--- src/verilog/fgr_regs.svh ---
// Constants for the refresh granularity control block
`ifndef FGR_REGS_SVH
`define FGR_REGS_SVH

// Granularity field position in mode register three
`define FGR_FIELD_LSB 6
`define FGR_FIELD_MSB 8
`define FGR_FIELD_RESET 3'h0

// Field encodings
`define FGR_CODE_FIXED1 3'h0
`define FGR_CODE_FIXED2 3'h1
`define FGR_CODE_FIXED4 3'h2
`define FGR_CODE_OTF2 3'h5
`define FGR_CODE_OTF4 3'h6

// Clock rate and refresh timing
`define FGR_CLK_MHZ 40
`define FGR_REFI_BASE_NS 7800
`define FGR_RFC1_NS 260
`define FGR_RFC2_NS 160
`define FGR_RFC4_NS 110
`define FGR_CYC_NS 25

`endif

--- src/verilog/fgr_pkg.sv ---
// Types for the refresh granularity control block
package fgr_pkg;

  typedef enum logic [1:0] {
    FGR_RATE_1X = 2'h0,
    FGR_RATE_2X = 2'h1,
    FGR_RATE_4X = 2'h3
  } fgr_rate_t;

  typedef struct packed {
    logic fixed_mode;
    logic otf_mode;
    logic reserved;
    fgr_rate_t alt_rate;
  } fgr_mode_t;

  typedef struct packed {
    logic refresh;
    logic mode_reg_set;
    logic self_refresh_entry;
    logic self_refresh_exit;
    logic bank_group_bit_zero;
    logic [2:0] mode_reg_three_field;
  } fgr_cmd_t;

  typedef enum logic [1:0] {
    FGR_ST_IDLE = 2'h0,
    FGR_ST_BUSY = 2'h1,
    FGR_ST_SELF = 2'h3
  } fgr_state_t;

endpackage

--- src/verilog/fgr_decode.sv ---
// Granularity field decoder
`timescale 1ns/100ps
`include "fgr_regs.svh"

module fgr_decode (
  // Field
  input wire logic [2:0] field_in,
  // Decoded mode
  output fgr_pkg::fgr_mode_t mode_out
);

  always_comb begin
    mode_out = '0;
    mode_out.alt_rate = fgr_pkg::FGR_RATE_1X;
    case (field_in)
      `FGR_CODE_FIXED1: begin
        mode_out.fixed_mode = 1'b1;
      end
      `FGR_CODE_FIXED2: begin
        mode_out.fixed_mode = 1'b1;
        mode_out.alt_rate = fgr_pkg::FGR_RATE_2X;
      end
      `FGR_CODE_FIXED4: begin
        mode_out.fixed_mode = 1'b1;
        mode_out.alt_rate = fgr_pkg::FGR_RATE_4X;
      end
      `FGR_CODE_OTF2: begin
        mode_out.otf_mode = 1'b1;
        mode_out.alt_rate = fgr_pkg::FGR_RATE_2X;
      end
      `FGR_CODE_OTF4: begin
        mode_out.otf_mode = 1'b1;
        mode_out.alt_rate = fgr_pkg::FGR_RATE_4X;
      end
      default: begin
        mode_out.reserved = 1'b1;
      end
    endcase
  end

endmodule

--- src/verilog/fgr_cycle_timer.sv ---
// Refresh cycle busy timer
`timescale 1ns/100ps

module fgr_cycle_timer #(
  parameter int WIDTH = 4
) (
  // Clock and reset
  input wire logic clock_in,
  input wire logic rst_in,
  // Control
  input wire logic start_in,
  input wire logic [WIDTH-1:0] count_in,
  // Status
  output logic busy_out
);

  logic [WIDTH-1:0] remain;
  logic [WIDTH-1:0] next_remain;

  always_comb begin
    next_remain = remain;
    if (start_in) begin
      next_remain = count_in;
    end else if (remain != '0) begin
      next_remain = remain - 1'b1;
    end
  end

  always_ff @(posedge clock_in) begin
    if (rst_in) begin
      remain <= '0;
    end else begin
      remain <= next_remain;
    end
  end

  assign busy_out = (remain != '0);

endmodule

--- src/verilog/fgr_refresh_ctrl.sv ---
// Fine granularity refresh control inside the memory device
//
// Operation
// (RULE1) Decode granularity field bits 8..6: fixed 1x/2x/4x, on-the-fly 1x/2x, 1x/4x.
// (RULE2) Controller enables on-the-fly mode by mode set before on-the-fly refreshes.
// (RULE3) On-the-fly modes: bank group bit zero per refresh picks 1x or alternate.
// (RULE4) 1x rate: refresh every 7.8 us, cycle time at least 260 ns.
// (RULE5) 2x rate: refresh every half base interval, cycle time 160 ns.
// (RULE6) 4x rate: refresh every quarter base interval, cycle time 110 ns.
// (RULE7) Only refresh kinds allowed by the current mode may be issued.
// (RULE8) New interval and cycle time apply from each rate change or refresh.
// (RULE9) 2x modes: even double refreshes since last rate mode set before next.
// (RULE10) On-the-fly 1x/2x: even double refreshes between two normal refreshes.
// (RULE11) 4x modes: multiple of four quad refreshes before next rate mode set.
// (RULE12) On-the-fly 1x/4x: multiple of four quad refreshes between normal refreshes.
// (RULE13) Fixed 1x unrestricted; fixed/on-the-fly swap at same rate is no change.
// (RULE14) Temperature-controlled refresh requires field kept at 000.
// (RULE15) Self-refresh entry accepted any time regardless of refresh count; code accepts entry only while the cycle timer is idle.
// (RULE16) 2x modes: odd count before self refresh needs extra refreshes after exit.
// (RULE17) 4x modes: partial group before self refresh needs extra refreshes after exit.
// (RULE18) Controller keeps modulo-four count cleared by normal, exit or rate change.
`timescale 1ns/100ps
`include "fgr_regs.svh"

module fgr_refresh_ctrl #(
  parameter int REFI_BASE_NS = `FGR_REFI_BASE_NS,
  parameter int CYC_NS = `FGR_CYC_NS
) (
  // Clock and reset
  input wire logic clock_in,
  input wire logic rst_in,
  // Decoded commands from the command path
  input fgr_pkg::fgr_cmd_t cmd_in,
  // Temperature-controlled refresh enable from mode registers
  input wire logic temp_ctrl_refresh_in,
  // Register port
  input wire logic [1:0] addr_in,
  input wire logic [31:0] wdata_in,
  input wire logic wr_in,
  input wire logic rd_in,
  output logic [31:0] rdata_out,
  // Status
  output logic [2:0] refresh_granularity_field_out,
  output fgr_pkg::fgr_rate_t active_rate_out,
  output logic refresh_busy_out,
  output logic [15:0] refresh_interval_cycles_out,
  output logic refresh_normal_cmd_out,
  output logic refresh_double_cmd_out,
  output logic refresh_quad_cmd_out,
  output logic illegal_cmd_out,
  output logic [1:0] partial_count_out,
  output logic extra_refresh_needed_out,
  output logic self_refresh_out
);

  // Cycle counts, rounded up for minimum times, down for intervals
  localparam int RFC1_CYC = (`FGR_RFC1_NS + CYC_NS - 1) / CYC_NS;
  localparam int RFC2_CYC = (`FGR_RFC2_NS + CYC_NS - 1) / CYC_NS;
  localparam int RFC4_CYC = (`FGR_RFC4_NS + CYC_NS - 1) / CYC_NS;
  localparam int REFI1_CYC = REFI_BASE_NS / CYC_NS;
  localparam int REFI2_CYC = REFI_BASE_NS / (2 * CYC_NS);
  localparam int REFI4_CYC = REFI_BASE_NS / (4 * CYC_NS);
  localparam int TW = 5;

  // Register map word indices
  localparam logic [1:0] ADDR_FIELD = 2'h0;
  localparam logic [1:0] ADDR_STATUS = 2'h1;
  localparam logic [1:0] ADDR_TIMING = 2'h2;

  function automatic logic [TW-1:0] rfc_of(input fgr_pkg::fgr_rate_t rate);
    case (rate)
      fgr_pkg::FGR_RATE_2X: rfc_of = TW'(RFC2_CYC);
      fgr_pkg::FGR_RATE_4X: rfc_of = TW'(RFC4_CYC);
      default: rfc_of = TW'(RFC1_CYC);
    endcase
  endfunction

  function automatic logic [15:0] refi_of(input fgr_pkg::fgr_rate_t rate);
    case (rate)
      fgr_pkg::FGR_RATE_2X: refi_of = 16'(REFI2_CYC);
      fgr_pkg::FGR_RATE_4X: refi_of = 16'(REFI4_CYC);
      default: refi_of = 16'(REFI1_CYC);
    endcase
  endfunction

  // Field state
  logic [2:0] field;
  logic [2:0] next_field;
  fgr_pkg::fgr_mode_t mode;
  fgr_pkg::fgr_mode_t new_mode;
  fgr_pkg::fgr_rate_t rate;
  fgr_pkg::fgr_rate_t next_rate;
  logic [1:0] count;
  logic [1:0] next_count;
  logic extra;
  logic next_extra;
  logic illegal;
  logic next_illegal;
  logic [2:0] ref_kind;
  logic [2:0] next_ref_kind;
  fgr_pkg::fgr_state_t state;
  fgr_pkg::fgr_state_t next_state;
  logic [31:0] rdata;
  logic [31:0] next_rdata;
  logic busy;
  logic start;
  fgr_pkg::fgr_rate_t cmd_rate;
  logic [2:0] mrs_field;
  logic sw_set;

  fgr_decode cur_dec (
    .field_in(field),
    .mode_out(mode)
  );

  fgr_decode new_dec (
    .field_in(mrs_field),
    .mode_out(new_mode)
  );

  fgr_cycle_timer #(
    .WIDTH(TW)
  ) rfc_timer (
    .clock_in(clock_in),
    .rst_in(rst_in),
    .start_in(start),
    .count_in(rfc_of(cmd_rate)),
    .busy_out(busy)
  );

  assign sw_set = wr_in && (addr_in == ADDR_FIELD);
  assign mrs_field = sw_set ? wdata_in[2:0] : cmd_in.mode_reg_three_field;

  // Rate of an incoming refresh
  always_comb begin
    cmd_rate = fgr_pkg::FGR_RATE_1X;
    if (mode.otf_mode) begin
      if (cmd_in.bank_group_bit_zero) begin // see (RULE3)
        cmd_rate = mode.alt_rate;
      end
    end else begin
      cmd_rate = mode.alt_rate; // see (RULE1)
    end
  end

  assign start = cmd_in.refresh && !busy && (state != fgr_pkg::FGR_ST_SELF);

  always_comb begin
    next_field = field;
    next_rate = rate;
    next_count = count;
    next_extra = extra;
    next_illegal = 1'b0;
    next_ref_kind = 3'h0;
    next_state = state;
    case (state)
      fgr_pkg::FGR_ST_IDLE, fgr_pkg::FGR_ST_BUSY: begin
        // Commands wait only for the cycle timer, not for the state register
        next_state = busy ? fgr_pkg::FGR_ST_BUSY : fgr_pkg::FGR_ST_IDLE;
        if (!busy && cmd_in.refresh) begin
          next_state = fgr_pkg::FGR_ST_BUSY;
          next_rate = cmd_rate; // see (RULE8)
          next_ref_kind = {cmd_rate == fgr_pkg::FGR_RATE_4X,
                           cmd_rate == fgr_pkg::FGR_RATE_2X,
                           cmd_rate == fgr_pkg::FGR_RATE_1X};
          // Odd refresh out of its group, or a refresh in a reserved mode
          next_illegal = mode.reserved // see (RULE7)
            || ((cmd_rate == fgr_pkg::FGR_RATE_1X) && (count != 2'h0)); // see (RULE10) (RULE12)
          if (cmd_rate == fgr_pkg::FGR_RATE_1X) begin
            next_count = 2'h0;
            next_extra = 1'b0;
          end else begin
            next_count = count + 2'h1;
            if (cmd_rate == fgr_pkg::FGR_RATE_2X) begin
              next_count[1] = 1'b0;
            end
          end
        end else if (!busy && (cmd_in.mode_reg_set || sw_set)) begin
          next_field = mrs_field; // see (RULE1)
          next_illegal = (temp_ctrl_refresh_in && (mrs_field != `FGR_CODE_FIXED1)) // see (RULE14)
            || ((new_mode.alt_rate != mode.alt_rate) && (count != 2'h0)); // see (RULE9) (RULE11)
          // Same-rate swap keeps count; a fixed mode always runs at its own rate
          if (new_mode.alt_rate != mode.alt_rate) begin // see (RULE13)
            next_count = 2'h0;
            next_rate = fgr_pkg::FGR_RATE_1X;
          end
          if (new_mode.fixed_mode) begin
            next_rate = new_mode.alt_rate; // see (RULE8)
          end
        end else if (!busy && cmd_in.self_refresh_entry) begin
          next_state = fgr_pkg::FGR_ST_SELF; // see (RULE15)
          next_extra = (count != 2'h0); // see (RULE16) (RULE17)
        end
      end
      fgr_pkg::FGR_ST_SELF: begin
        if (cmd_in.self_refresh_exit) begin
          next_state = fgr_pkg::FGR_ST_IDLE;
          next_count = 2'h0;
        end
      end
      default: begin
        next_state = fgr_pkg::FGR_ST_IDLE;
      end
    endcase
  end

  always_comb begin
    next_rdata = 32'h0;
    if (rd_in) begin
      case (addr_in)
        ADDR_FIELD: next_rdata = {29'h0, field};
        ADDR_STATUS: next_rdata = {24'h0, extra, state == fgr_pkg::FGR_ST_SELF,
                                   busy, count, rate, 1'b0};
        ADDR_TIMING: next_rdata = {16'h0, refi_of(rate)}; // see (RULE4) (RULE5) (RULE6)
        default: next_rdata = 32'h0;
      endcase
    end
  end

  always_ff @(posedge clock_in) begin
    if (rst_in) begin
      field <= `FGR_FIELD_RESET;
      rate <= fgr_pkg::FGR_RATE_1X;
      count <= 2'h0;
      extra <= 1'b0;
      illegal <= 1'b0;
      ref_kind <= 3'h0;
      state <= fgr_pkg::FGR_ST_IDLE;
      rdata <= 32'h0;
    end else begin
      field <= next_field;
      rate <= next_rate;
      count <= next_count;
      extra <= next_extra;
      illegal <= next_illegal;
      ref_kind <= next_ref_kind;
      state <= next_state;
      rdata <= next_rdata;
    end
  end

  assign rdata_out = rdata;
  assign refresh_granularity_field_out = field;
  assign active_rate_out = rate;
  assign refresh_busy_out = busy;
  assign refresh_interval_cycles_out = refi_of(rate);
  assign refresh_normal_cmd_out = ref_kind[0];
  assign refresh_double_cmd_out = ref_kind[1];
  assign refresh_quad_cmd_out = ref_kind[2];
  assign illegal_cmd_out = illegal;
  assign partial_count_out = count;
  assign extra_refresh_needed_out = extra;
  assign self_refresh_out = (state == fgr_pkg::FGR_ST_SELF);

endmodule

--- config.mk ---
export PLATFORM = sky130hd
export DESIGN_NAME = fgr_refresh_ctrl
export DESIGN_NICKNAME = d
export VERILOG_FILES = /design/src/verilog/fgr_pkg.sv /design/src/verilog/fgr_decode.sv /design/src/verilog/fgr_cycle_timer.sv /design/src/verilog/fgr_refresh_ctrl.sv
export VERILOG_INCLUDE_DIRS = /design/src /design/src/verilog
export SDC_FILE = /design/constraint.sdc
export NUM_CORES = 1
export LEC_CHECK = 0
export ABC_AREA = 1
export BUFFER_PORTS_ARGS = -buffer_cell sky130_fd_sc_hd__buf_4
export CAP_MARGIN = 10
export CELL_PAD_IN_SITES_DETAIL_PLACEMENT = 0
export CELL_PAD_IN_SITES_GLOBAL_PLACEMENT = 1
export CORE_UTILIZATION = 31
export DETAILED_ROUTE_END_ITERATION = 10
export PLACE_DENSITY = 0.95
export SETUP_SLACK_MARGIN = 0.15
export SYNTH_ARGS = -nofsm -noshare
export SYNTH_HDL_FRONTEND = slang
export SYNTH_SLANG_ARGS = --single-unit
--- constraint.sdc ---
create_clock -name clock_in -period 4.95 [get_ports clock_in]
set_clock_uncertainty 0.05 [all_clocks]
set_input_delay 0.2475 -clock clock_in [delete_from_list [all_inputs] [get_ports clock_in]]
set_output_delay 0.2475 -clock clock_in [all_outputs]
set_load 0.02 [all_outputs]
Word level (Yosys, flattened, before mapping)
Cells that the tools add are included.

Register bits after elaboration: 51. Input port bits: 47. Word-level logic and storage cells: 111.

Add/subtract/negate cells: 2. Eq/ne operators: 23. Multiplexer cells: 34. Bitwise operators: 3. Reductions and logical operators: 40.

Operators with widths (number): case mux 9 bit (3 select lines) (1); 2-to-1 mux 2 bit (13); case mux 9 bit (2 select lines) (1); case mux 2 bit (2 select lines) (4); OR reduction 2 bit (8); equality test 3 bit, second input constant (4); 2-to-1 mux 1 bit (11); 2-to-1 mux 5 bit (2); nonzero test 2 bit (5); equality test 2 x 1 -> 1 bit, second input constant (4); equality test 2 bit, second input constant (4); logical AND 1 bit (8); case mux 4 bit (2 select lines) (1); AND reduction 4 bit (2); equality test 3 x 1 -> 1 bit, second input constant (2); equality test 3 x 2 -> 1 bit, second input constant (2); zero test 2 bit (3); zero test 3 bit (2); inequality test 2 bit, second input constant (3); inequality test 3 bit, second input constant (2); AND reduction 3 bit (2); nonzero test 3 bit (2); OR reduction 3 bit (2); nonzero test 5 bit (1); other kinds (9) (13).

Logic depth before layout (Yosys ltp)
Gate-level depths: netlist of the first run.

Depth in word-level cells: 11. Mapped depth: 14.

Cells and area by module
A second synthesis of the first run with hierarchy kept.

Cell total of the unflattened synthesis: 281. Area total of the unflattened synthesis: 1884.3 um2.

By module, submodules not included: fgr_refresh_ctrl (times used 1, cells each 215, area each 1490.2 um2, sequential area each 460.4 um2); fgr_cycle_timer (times used 1, cells each 42, area each 284.0 um2, sequential area each 100.1 um2); fgr_decode (times used 2, cells each 12, area each 55.1 um2, sequential area each 0.0 um2).

Worst setup path before layout of the first run
Ideal clock, no wire load.

Path kind: register to register. Start point: register rfc_timer.remain[0]. End point: register rate[1], in the netlist active_rate_out[1]. Arrival time: 1600 ps. Slack: 3186 ps. Stages on the path, launching flop included: 14. Buffers on the path: 0. Period minus slack after synthesis: 1764 ps. Cell sequence: dfxtp_1 > inv_1 > ha_1 > inv_1 > nor3_2 > nand2_2 > nor2_4 > nor2_1 > nor2_4 > nand3_1 > nand2_2 > nand2_1 > nand2_1 > nor2_2.

Longest elaborated chain between the ends: 5. Elaborated cells between the ends (all ways): 8. Classes of those cells: 1 x mux; 7 x reduce/logical.

RTL lines: start, declared (RTL line fgr_cycle_timer.sv:17) `logic [WIDTH-1:0] remain;`; start signal, assigned (RTL line fgr_cycle_timer.sv:33) `remain <= next_remain;`; nonzero test 5 bit (*) (RTL line fgr_cycle_timer.sv:37) `assign busy_out = (remain != '0);`; net refresh_busy_out (RTL line fgr_refresh_ctrl.sv:45) `output logic refresh_busy_out,`; zero test 1 bit (*) (RTL line fgr_refresh_ctrl.sv:160, fgr_refresh_ctrl.sv:178); logical AND 1 bit, on equally long branches (RTL line fgr_refresh_ctrl.sv:160, fgr_refresh_ctrl.sv:178); nonzero test 3 bit (no source line) or nonzero test 2 bit (tied branches); AND reduction 3 bit (no source line); end signal, assigned (RTL line fgr_refresh_ctrl.sv:223) `rate <= fgr_pkg::FGR_RATE_1X;`; end signal, assigned (RTL line fgr_refresh_ctrl.sv:232) `rate <= next_rate;`; end, declared (RTL line fgr_refresh_ctrl.sv:91) `fgr_pkg::fgr_rate_t rate;`.

Mark *: on every way through the listed nets, which the timed path passes. The rest lies on a longest branch. A chain may end at the register's enable or synchronous reset.

Worst setup path after layout of the first run
Start point: register rfc_timer.remain[0]. End point: register field[0], in the netlist refresh_granularity_field_out[0].

Longest elaborated chain between the ends: 5. Elaborated cells between the ends (all ways): 6. Classes of those cells: 1 x bitwise; 5 x reduce/logical.

RTL lines: nonzero test 5 bit (*) (RTL line fgr_cycle_timer.sv:37); zero test 1 bit (*) (RTL line fgr_refresh_ctrl.sv:160, fgr_refresh_ctrl.sv:178); logical AND 1 bit (RTL line fgr_refresh_ctrl.sv:160) `if (!busy && cmd_in.refresh) begin`; inverter 1 bit (no source line); AND reduction 3 bit (no source line) (*); end signal, assigned (RTL line fgr_refresh_ctrl.sv:222) `` field <= `FGR_FIELD_RESET; ``; end signal, assigned (RTL line fgr_refresh_ctrl.sv:231) `field <= next_field;`; end, declared (RTL line fgr_refresh_ctrl.sv:87) `logic [2:0] field;`.

Every way passes the cells marked *; elsewhere a longest branch is shown, timed or not.

==> results_dict.tcl, run 1 <==
set metrics [dict create \
    grt_max_degree 17 \
    cts_tree "done" \
    r2r_cells 11 \
    crit_path_top_delay_cell "dfxtp_1" \
    path_cells "inv_1 > ha_1 > inv_1 > nor3_2 > nand2_2 > nor2_2 > nand2_1 > nor2_1 > inv_1 > o21ai_0 > a21oi_1" \
    io_pins 109 \
    yosysTopAreaCell "dfxtp_1" \
    maxCapViolations 0 \
    areaGrowthSynthToFinish_pct 19.67 \
    hold_depth 2 \
    netlist_top_cells_count "50 x nand2_1, 34 x buf_4, 33 x inv_1" \
    synth_top_cell_area_share 0.3124 \
    numCtsBuffers 3 \
    max_stage_delay_ns 0.32 \
    setup_viol 0 \
    min_from "rst_in" \
    synth.top_cells.by_area "dfxtp_1 31%, buf_4 14%, nand2_1 10%, inv_1 6.9%, nor2_1 5.2%" \
    wl_per_cell_microns 10.11 \
    clk_path_buf_depth 2 \
    finalCritPeriodShare 0.4056 \
    finish.utilization 0.3875 \
    p_leak_nw 1.125 \
    rsz0062_at_grt "no" \
    fin_crit_ns 2.008 \
    start_kind "register" \
    endpoint_kind "register" \
    yosys_warnings 0 \
    dp.cells 370 \
    clock-sinks 28 \
    cpMostUsedCell "inv_1" \
    num_rows 27 \
    cpLargestDelayFamily "simple AND/OR/NAND/NOR gates" \
    critPathArrivalTime_ns 2.13 \
    final-hold-violation-count 0 \
    clk_latency_ns 0.28 \
    h-tree-depth 1 \
    r2r_slack_ns 2.94 \
    grt.overflow.total 0 \
    initial_utilization 0.3238 \
    avgSynthCellArea_sq_um 6.954 \
    syn_area_sq_um 1794 \
    die_w_microns 78.08 \
    antenna_found_initial 0 \
    grt_pass1_vias 1345 \
    r2r-start "rfc_timer.remain[0]$_SDFFE_PP0P_" \
    yosysSeqAreaShare 0.3124 \
    synth_edf_count 0 \
    hpwl_mm 3.159 \
    r2r_end "refresh_granularity_field_out[0]$_SDFFE_PP0P_" \
    postRouteWirelength_mm 3.780 \
    drc 0 \
    num_vias 1589 \
    place_congestion 0.8905 \
    clock.fmax_ghz 0.4981 \
    yosys_register_bits 28 \
    cts_setup_buffers 0 \
    synth.distinct_cells 34 \
    status "finished, final reports clean" \
    grt_pass1_wl_mm 5.989 \
    power_mw 1.067 \
    yosysMostFrequentCell "nand2_1" \
    min_to "rfc_timer.remain[0]$_SDFFE_PP0P_" \
    first_iter_violations 79 \
    critPathRequiredTime_ns 5.08 \
    ir_worst_vdd_uv 159.3 \
    die_h_microns 78.08 \
    vias_per_cell 4.249 \
    synth_cells 258 \
    ant_nets 0 \
    async_reset_ff_frac 0 \
    ys.flop_type "dfxtp_1" \
    portBuffers 47 \
    die-area_sq_um 6096 \
    core_sq_um 5540 \
    power_density_nw_per_um2 496.7 \
    grtUsageTotal 0.1232 \
    report.final.slew_viol_count 0 \
    cts_hold_buf 0 \
    diodes 0 \
    clk_pin_slew_worst_paths_ns 0.10 \
    cts_resized 0 \
    crit_fanout 6 \
    cp.buffers_inverters 3 \
    clockRootBuffer "clkbuf_8" \
    finalNonFillerCells 374 \
    final_nets 354 \
    worstHoldPathType "primary input to register" \
    tns_ns 0 \
    drive_gt1_frac 0.2583 \
    firstDrtPassIters 4 \
    crit_type "register to register" \
]
-- metrics by stage --
stage	instance area, sq um	setup slack [ns]	hold WS, ns
floorplan	1907	3.186	0.2666
global placement	2076	3.080	0.3965
detailed placement	2076	3.007	0.3987
CTS	2147	2.981	0.1160
global route	2147	2.730	0.1193
finish	2147	2.942	0.1200
-- cell usage in the layout, fill, tap and decap left out, types with 2 or more instances in the layout --
cell / Yosys / layout
a21oi_1: 10 / 10
a22oi_1: 2 / 2
a31oi_1: 2 / 2
buf_4: 34 / 47
clkbuf_8: 0 / 3
conb_1: 2 / 32
dfxtp_1: 28 / 28
ha_1: 4 / 4
inv_1: 33 / 33
inv_2: 3 / 3
nand2_1: 50 / 50
nand2_2: 12 / 12
nand2_4: 2 / 2
nand3_1: 12 / 12
nand3_2: 2 / 2
nand3b_1: 2 / 2
nor2_1: 25 / 25
nor2_2: 3 / 3
nor2_4: 3 / 3
o21ai_0: 11 / 11
o22ai_1: 3 / 3
-- layout make-up --
class / instances / area [sq um]
well taps: 72 / 90.09
flip-flops and latches: 28 / 560.5
fillers: 611 / 3393
multi-input cells: 187 / 937.1
clock inverters: 1 / 30.03
clock buffers: 3 / 41.29
repair buffers: 47 / 352.8
inverters: 36 / 135.1
-- sequential cells by signal (all words and copies together) (netlist names) --
signal,count
active_rate_out,2
extra_refresh_needed_out,1
illegal_cmd_out,1
partial_count_out,2
rdata_out,9
ref_kind,3
refresh_granularity_field_out,3
rfc_timer.remain,5
state,2
-- worst reg2reg max path: cells and delay by family, from the launching register on --
kind	cells	cell delay, ns
AO/OA/AOI/OAI	2	0.22
adder cells (fa/ha/maj)	1	0.18
buffers and inverters	3	0.30
flip-flops	1	0.32
AND/OR/NAND/NOR	5	0.83
-- how the worst max path moves through the flow --
stage	from	end	slack [ns]	cells past startpoint
final	rfc_timer.remain[0]$_SDFFE_PP0P_	refresh_granularity_field_out[0]$_SDFFE_PP0P_	2.94	11
after global routing	rfc_timer.remain[0]$_SDFFE_PP0P_	refresh_granularity_field_out[1]$_SDFFE_PP0P_	2.73	11
after CTS	rfc_timer.remain[0]$_SDFFE_PP0P_	illegal_cmd_out$_SDFF_PP0_	2.98	12
after detailed placement	rfc_timer.remain[0]$_SDFFE_PP0P_	illegal_cmd_out$_SDFF_PP0_	3.01	12
after global placement	rfc_timer.remain[0]$_SDFFE_PP0P_	illegal_cmd_out$_SDFF_PP0_	3.08	12
after floorplan	rfc_timer.remain[0]$_SDFFE_PP0P_	active_rate_out[1]$_SDFFE_PP0P_	3.19	13
-- power by group --
group | total (mW) | leakage (nW) | switching [mW] | internal [mW]
Clock | 0.182 | 0.0357 | 0.0732 | 0.108
Sequential | 0.317 | 0.229 | 0.0425 | 0.274
Combinational | 0.568 | 0.860 | 0.363 | 0.205
Total | 1.07 | 1.12 | 0.479 | 0.587
-- per-layer routing --
| metal | routed length (microns) | GRT usage | up-vias | share of wire |
|---|---|---|---|---|
| met2 | 1773 | 0.2114 | 53 | 0.47 |
| li1 | - | - | 831 | - |
| met4 | 42 | 0.03889 | 0 | 0.011 |
| met1 | 1768 | 0.1584 | 700 | 0.47 |
| met3 | 194 | 0.01744 | 5 | 0.051 |
| met5 | 0 | 0 | - | 0 |
-- cell families after synthesis --
logic type               count (synthesis)  share of synthesized area
AO/OA/AOI/OAI                           34                     0.1095
XOR/XNOR                                 1                   0.004882
adder cells (fa/ha/maj)                  4                    0.02790
buffers and inverters                   73                     0.2280
flip-flops                              28                     0.3124
other                                    2                   0.004186
AND/OR/NAND/NOR                        116                     0.3131
No activity file was read; power rests on OpenSTA's default activity.
==> run 2: changes to the inputs <==
--- a/config.mk
+++ b/config.mk
@@ -6,14 +6,14 @@
 export SDC_FILE = /design/constraint.sdc
 export NUM_CORES = 1
 export LEC_CHECK = 0
-export ABC_AREA = 1
+export ABC_AREA = 0
 export BUFFER_PORTS_ARGS = -buffer_cell sky130_fd_sc_hd__buf_4
 export CAP_MARGIN = 10
 export CELL_PAD_IN_SITES_DETAIL_PLACEMENT = 0
 export CELL_PAD_IN_SITES_GLOBAL_PLACEMENT = 1
-export CORE_UTILIZATION = 31
+export CORE_UTILIZATION = 27
 export DETAILED_ROUTE_END_ITERATION = 10
-export PLACE_DENSITY = 0.95
+export PLACE_DENSITY = 0.87
 export SETUP_SLACK_MARGIN = 0.15
 export SYNTH_ARGS = -nofsm -noshare
 export SYNTH_HDL_FRONTEND = slang
==> constraint.sdc (replaced) <==
create_clock -name clock_in -period 1.7 [get_ports clock_in]
set_clock_uncertainty 0.05 [all_clocks]
set_input_delay 0.085 -clock clock_in [delete_from_list [all_inputs] [get_ports clock_in]]
set_output_delay 0.085 -clock clock_in [all_outputs]
set_load 0.02 [all_outputs]
==> results_dict.tcl, run 2 <==
set metrics [dict create \
    yosysTopAreaCell "dfxtp_1" \
    clockRootBuffer "clkbuf_8" \
    io_pins 109 \
    r2r_slack_ns -0.24 \
    clock.fmax_ghz 0.5144 \
    grt.overflow.total 0 \
    die_w_microns 85.54 \
    drc 0 \
    portBuffers 47 \
    status "complete, but fails checks" \
    async_reset_ff_frac 0 \
    clk_path_buf_depth 2 \
    mostFrequentLayoutCell "buf_4" \
    die_h_microns 85.54 \
    numCtsBuffers 3 \
    synth_edf_count 0 \
    syn_area_sq_um 1884 \
    place_congestion 0.8451 \
    crit_fanout 7 \
    top_layer_used "met4" \
    clk_pin_slew_worst_paths_ns 0.10 \
    cpLargestDelayFamily "compound AO/OA/AOI/OAI gates" \
    synth_top_cell_area_share 0.2975 \
    firstDrtPassIters 4 \
    netlist_top_cells_count "35 x buf_4, 32 x nor2_1, 28 x dfxtp_1" \
    start_kind "register" \
    power_density_nw_per_um2 1142 \
    maxCapViolations 0 \
    synth.distinct_cells 50 \
    grt_pass1_vias 1617 \
    mostFrequentLayoutCells "71 x buf_4, 32 x conb_1, 29 x nor2_1" \
    first_iter_violations 90 \
    rsz0062_at_grt "yes" \
    yosysMostFrequentCell "buf_4" \
    cpMostUsedCell "a211oi_2" \
    wl_per_cell_microns 13.70 \
    grt_pass1_wl_mm 8.066 \
    largest_register_ffs 9 \
    cts_hold_buf 0 \
    yosysSeqAreaShare 0.2975 \
    fin_crit_ns 1.944 \
    finalCritPeriodShare 1.143 \
    ir_worst_vdd_uv 361.1 \
    synth_cells 241 \
    grtUsageTotal 0.1381 \
    critPathArrivalTime_ns 2.09 \
    areaGrowthSynthToFinish_pct 40.90 \
    final-hold-violation-count 0 \
    met2_length_mm 2.523 \
    p_leak_nw 1.153 \
    critPathRequiredTime_ns 1.84 \
    synth.top_cells.by_area "dfxtp_1 30%, buf_4 14%, nor2_1 6.4%, nand2_1 3.4%, a21oi_1 2.9%" \
    yosys_warnings 0 \
    grt_max_degree 22 \
    initial_utilization 0.2789 \
    drive_gt1_frac 0.4066 \
    clock-sinks 28 \
    crit_type "register to register" \
    postRouteWirelength_mm 5.273 \
    violations "setup timing" \
    placed_area_sq_um 2390 \
    yosys_register_bits 28 \
    avgSynthCellArea_sq_um 7.819 \
    ant_nets 0 \
    cp.buffers_inverters 1 \
    ys.flop_type "dfxtp_1" \
    design_area_sq_um 2655 \
    num_rows 30 \
    drt-met1-wl_mm 2.285 \
    worstHoldPathType "primary input to register" \
    final_nets 357 \
    path_cells "inv_4 > ha_4 > xnor2_2 > a211oi_2 > nand3_1 > a2111o_1 > a211oi_2" \
    worst_slack_ns -0.2438 \
    vias_per_cell 4.748 \
    max_stage_delay_ns 0.41 \
    setup_viol 7 \
    wl_met3_microns 409 \
    core_sq_um 6756 \
    antenna_found_initial 0 \
    h-tree-depth 1 \
    hpwl_mm 3.889 \
    num_vias 1828 \
    clk_latency_ns 0.27 \
    diodes 0 \
    endpoint_kind "register" \
    crit_path_top_delay_cell "a2111o_1" \
    report.final.slew_viol_count 0 \
    die-area_sq_um 7317 \
    cts_tree "done" \
    power_mw 3.032 \
]
-- run 2: cell types whose count changed after synthesis, sizes merged, moves of 3 or more --
cell / previous run / this run
a211oi: 1 / 5
a311oi: 0 / 4
buf: 35 / 40
clkbuf: 2 / 10
inv: 36 / 13
mux2i: 0 / 3
nand2: 64 / 17
nand2b: 0 / 4
nand3: 14 / 6
nor2b: 0 / 6
nor3: 2 / 8
nor4b: 0 / 3
o21ai: 12 / 4
xnor2: 0 / 6
-- run 2: path summary, 6_finish.rpt --
path                                                 startpoint                    endpoint  cells past startpoint
setup / recovery  refresh_granularity_field_out[0]$_SDFFE_PP0P_  illegal_cmd_out$_SDFF_PP0_                      7
hold / removal                                        cmd_in[5]       state[1]$_SDFFE_PP0P_                      3
setup reg to reg  refresh_granularity_field_out[0]$_SDFFE_PP0P_  illegal_cmd_out$_SDFF_PP0_                      7
hold reg to reg                           state[0]$_SDFFE_PP0P_       state[1]$_SDFFE_PP0P_                      2
-- run 2: cell type report --
type | count | area (sq um)
Clock buffer | 4 | 55.05
Fill cell | 678 | 4101
Inverter | 13 | 51.30
Multi-Input combinational cell | 180 | 1244
Sequential cell | 28 | 570.5
Tap cell | 80 | 100.1
Timing Repair Buffer | 80 | 634.4
-- run 2: logic make-up after synthesis --
logic type	share of synthesized area
muxes	0.01594
buffers and inverters	0.2025
DFF	0.2975
other	0.003986
xor gates and xnor gates	0.02789
adders and majority gates	0.02656
and+or+nand+nor	0.2477
AOI/OAI and AO/OA	0.1780
-- run 2: what timing repair did --
item,in CTS,in global routing
setup buffers,3,1
resized for setup,32,8
pin swaps,13,3
hold endpoints to repair,0,0
endpoints found under the setup margin,16,18
-- run 2: layer usage --
| metal | vias to the layer above | global-route usage |
|---|---|---|
| li1 | 892 | - |
| met1 | 840 | 0.1789 |
| met2 | 92 | 0.2371 |
| met3 | 4 | 0.02117 |
| met4 | 0 | 0.04091 |
| met5 | - | 0 |
-- run 2: where the power goes --
group          total, mW  internal [mW]  leakage (nW)  switching [mW]
Sequential         0.803          0.742         0.230          0.0602
Clock              0.413          0.207        0.0288           0.206
Combinational       1.82          0.889         0.894           0.928
-- run 2: worst reg2reg max path, stage by stage (launching register included) --
cell      delay [ns]
dfxtp_4         0.37
inv_4           0.04
ha_4            0.26
xnor2_2         0.14
a211oi_2        0.29
nand3_1         0.12
a2111o_1        0.41
a211oi_2        0.20
-- run 2: stage by stage --
step	utilization	std cells	hold slack (ns)	worst slack, ns	TNS [ns]
floorplan	-	271	0.1869	-0.2975	-0.7268
global placement	0.3537	377	0.3308	-0.1827	-0.6485
detailed placement	0.3537	377	0.3385	-0.2443	-0.8886
CTS	0.3869	384	0.04121	-0.2107	-0.6793
global route	0.3930	385	0.04936	-0.3686	-1.697
finish	0.3930	385	0.04548	-0.2438	-0.9841
==> run 3: changes to the inputs <==
--- a/config.mk
+++ b/config.mk
@@ -15,6 +15,7 @@
 export DETAILED_ROUTE_END_ITERATION = 10
 export PLACE_DENSITY = 0.87
 export SETUP_SLACK_MARGIN = 0.15
+export SKIP_LAST_GASP = 1
 export SYNTH_ARGS = -nofsm -noshare
 export SYNTH_HDL_FRONTEND = slang
 export SYNTH_SLANG_ARGS = --single-unit
==> results_dict.tcl, run 3 (same netlist as run 2, synthesis figures left out) <==
set metrics [dict create \
    critPathLaunch "refresh_granularity_field_out[0]$_SDFFE_PP0P_" \
    rsz0062_at_grt "yes" \
    min_from "cmd_in[5]" \
    antenna_found_initial 0 \
    final_nets 357 \
    drive_gt1_frac 0.4066 \
    core_sq_um 6756 \
    numCtsBuffers 3 \
    postRouteWirelength_mm 5.269 \
    seq_area_sq_um 570.5 \
    hpwl_mm 3.889 \
    ant_nets 0 \
    crit_type "register to register" \
    clock.fmax_ghz 0.5142 \
    wl_per_cell_microns 13.69 \
    die-area_sq_um 7317 \
    initial_utilization 0.2789 \
    placed_area_sq_um 2390 \
    report.final.slew_viol_count 0 \
    portBuffers 47 \
    crit_fanout 7 \
    clk_pin_slew_worst_paths_ns 0.09 \
    grt_pass1_vias 1601 \
    num_vias 1834 \
    use_met3 0.02117 \
    areaGrowthSynthToFinish_pct 40.90 \
    critPathArrivalTime_ns 2.09 \
    clock-sinks 28 \
    largest_register_ffs 9 \
    timing.hold.ws_ns 0.04739 \
    worstHoldPathType "primary input to register" \
    io_pins 109 \
    top_usage_layer "met2" \
    status "complete, but fails checks" \
    power_density_nw_per_um2 1142 \
    design_area_sq_um 2655 \
    first_iter_violations 113 \
    setup_viol 7 \
    mostFrequentLayoutCells "71 x buf_4, 32 x conb_1, 29 x nor2_1" \
    use_met2 0.2349 \
    place_ws_ns -0.2443 \
    start_kind "register" \
    clockRootBuffer "clkbuf_8" \
    endpoint_kind "register" \
    drc 0 \
    cts_tree "done" \
    final-hold-violation-count 0 \
    firstDrtPassIters 4 \
    grt_pass1_wl_mm 8.017 \
    clk_path_buf_depth 2 \
    finalCritPeriodShare 1.144 \
    maxCapViolations 0 \
    mostFrequentLayoutCell "buf_4" \
    place_congestion 0.8451 \
    violations "setup timing" \
    clk_latency_ns 0.27 \
    fill_cells 679 \
    p_leak_nw 1.152 \
    met1_usage 0.1789 \
    num_rows 30 \
    vias_per_cell 4.764 \
    grt_max_degree 22 \
    critPathRequiredTime_ns 1.84 \
    grt.overflow.total 0 \
    fin_crit_ns 1.945 \
    diodes 0 \
    die_w_microns 85.54 \
    worst_slack_ns -0.2449 \
    h-tree-depth 1 \
    r2r-start "refresh_granularity_field_out[0]$_SDFFE_PP0P_" \
    multi_input_comb_area_sq_um 1244 \
    ir_worst_vdd_uv 361.3 \
    die_h_microns 85.54 \
    grtUsageTotal 0.1374 \
]
## run 3: cell counts in the layout (fill, tap and decap cells not counted)
No cell type changed its count.
## run 3: path summary, 6_finish.rpt
kind,to,slack [ns],depth (start not counted)
worst max register to register,illegal_cmd_out$_SDFF_PP0_,-0.24,7
worst max-delay path,illegal_cmd_out$_SDFF_PP0_,-0.24,7
worst min-delay path,state[1]$_SDFFE_PP0P_,0.05,3
worst min register to register,state[1]$_SDFFE_PP0P_,0.47,2
## run 3: worst max-delay path, stage by stage, from the launching register on
cell and delay (ns):
dfxtp_4 0.37, inv_4 0.04, ha_4 0.26, xnor2_2 0.14, a211oi_2 0.29, nand3_1 0.12, a2111o_1 0.41, a211oi_2 0.20
## run 3: what timing repair did
action	in CTS	in global routing
resized for setup	30	10
pin swaps	12	5
hold buffers	0	0
setup buffers	3	1
setup endpoints to repair	16	18
## run 3: through the flow
step	TNS (ns)	utilization	instances	total power, mW
global route	-1.694	0.3930	385	3.188
finish	-0.9841	0.3930	385	3.032
detailed placement	-0.8886	0.3537	377	2.274
global placement	-0.6485	0.3537	377	2.244
floorplan	-0.7268	-	271	1.797
CTS	-0.6793	0.3859	384	2.937
## run 3: where the power goes
group	total [mW]	internal, mW	switching, mW
clock	0.412	0.207	0.205
combinational	1.82	0.889	0.929
sequential	0.802	0.742	0.0598
total	3.03	1.84	1.19
## run 3: layer usage
layer	routed length, microns	up-vias	part of all wire
li1	-	892	-
met1	2291	843	0.43
met2	2512	95	0.48
met3	409	4	0.078
met4	55	0	0.010
met5	0	-	0
## run 3: layout make-up
class / instances / area share
Multi-Input combinational cell: 180 / 0.4684
Timing Repair Buffer: 80 / 0.2389
Sequential cell: 28 / 0.2149
Tap cell: 80 / 0.03770
Clock buffer: 4 / 0.02074
Inverter: 13 / 0.01932
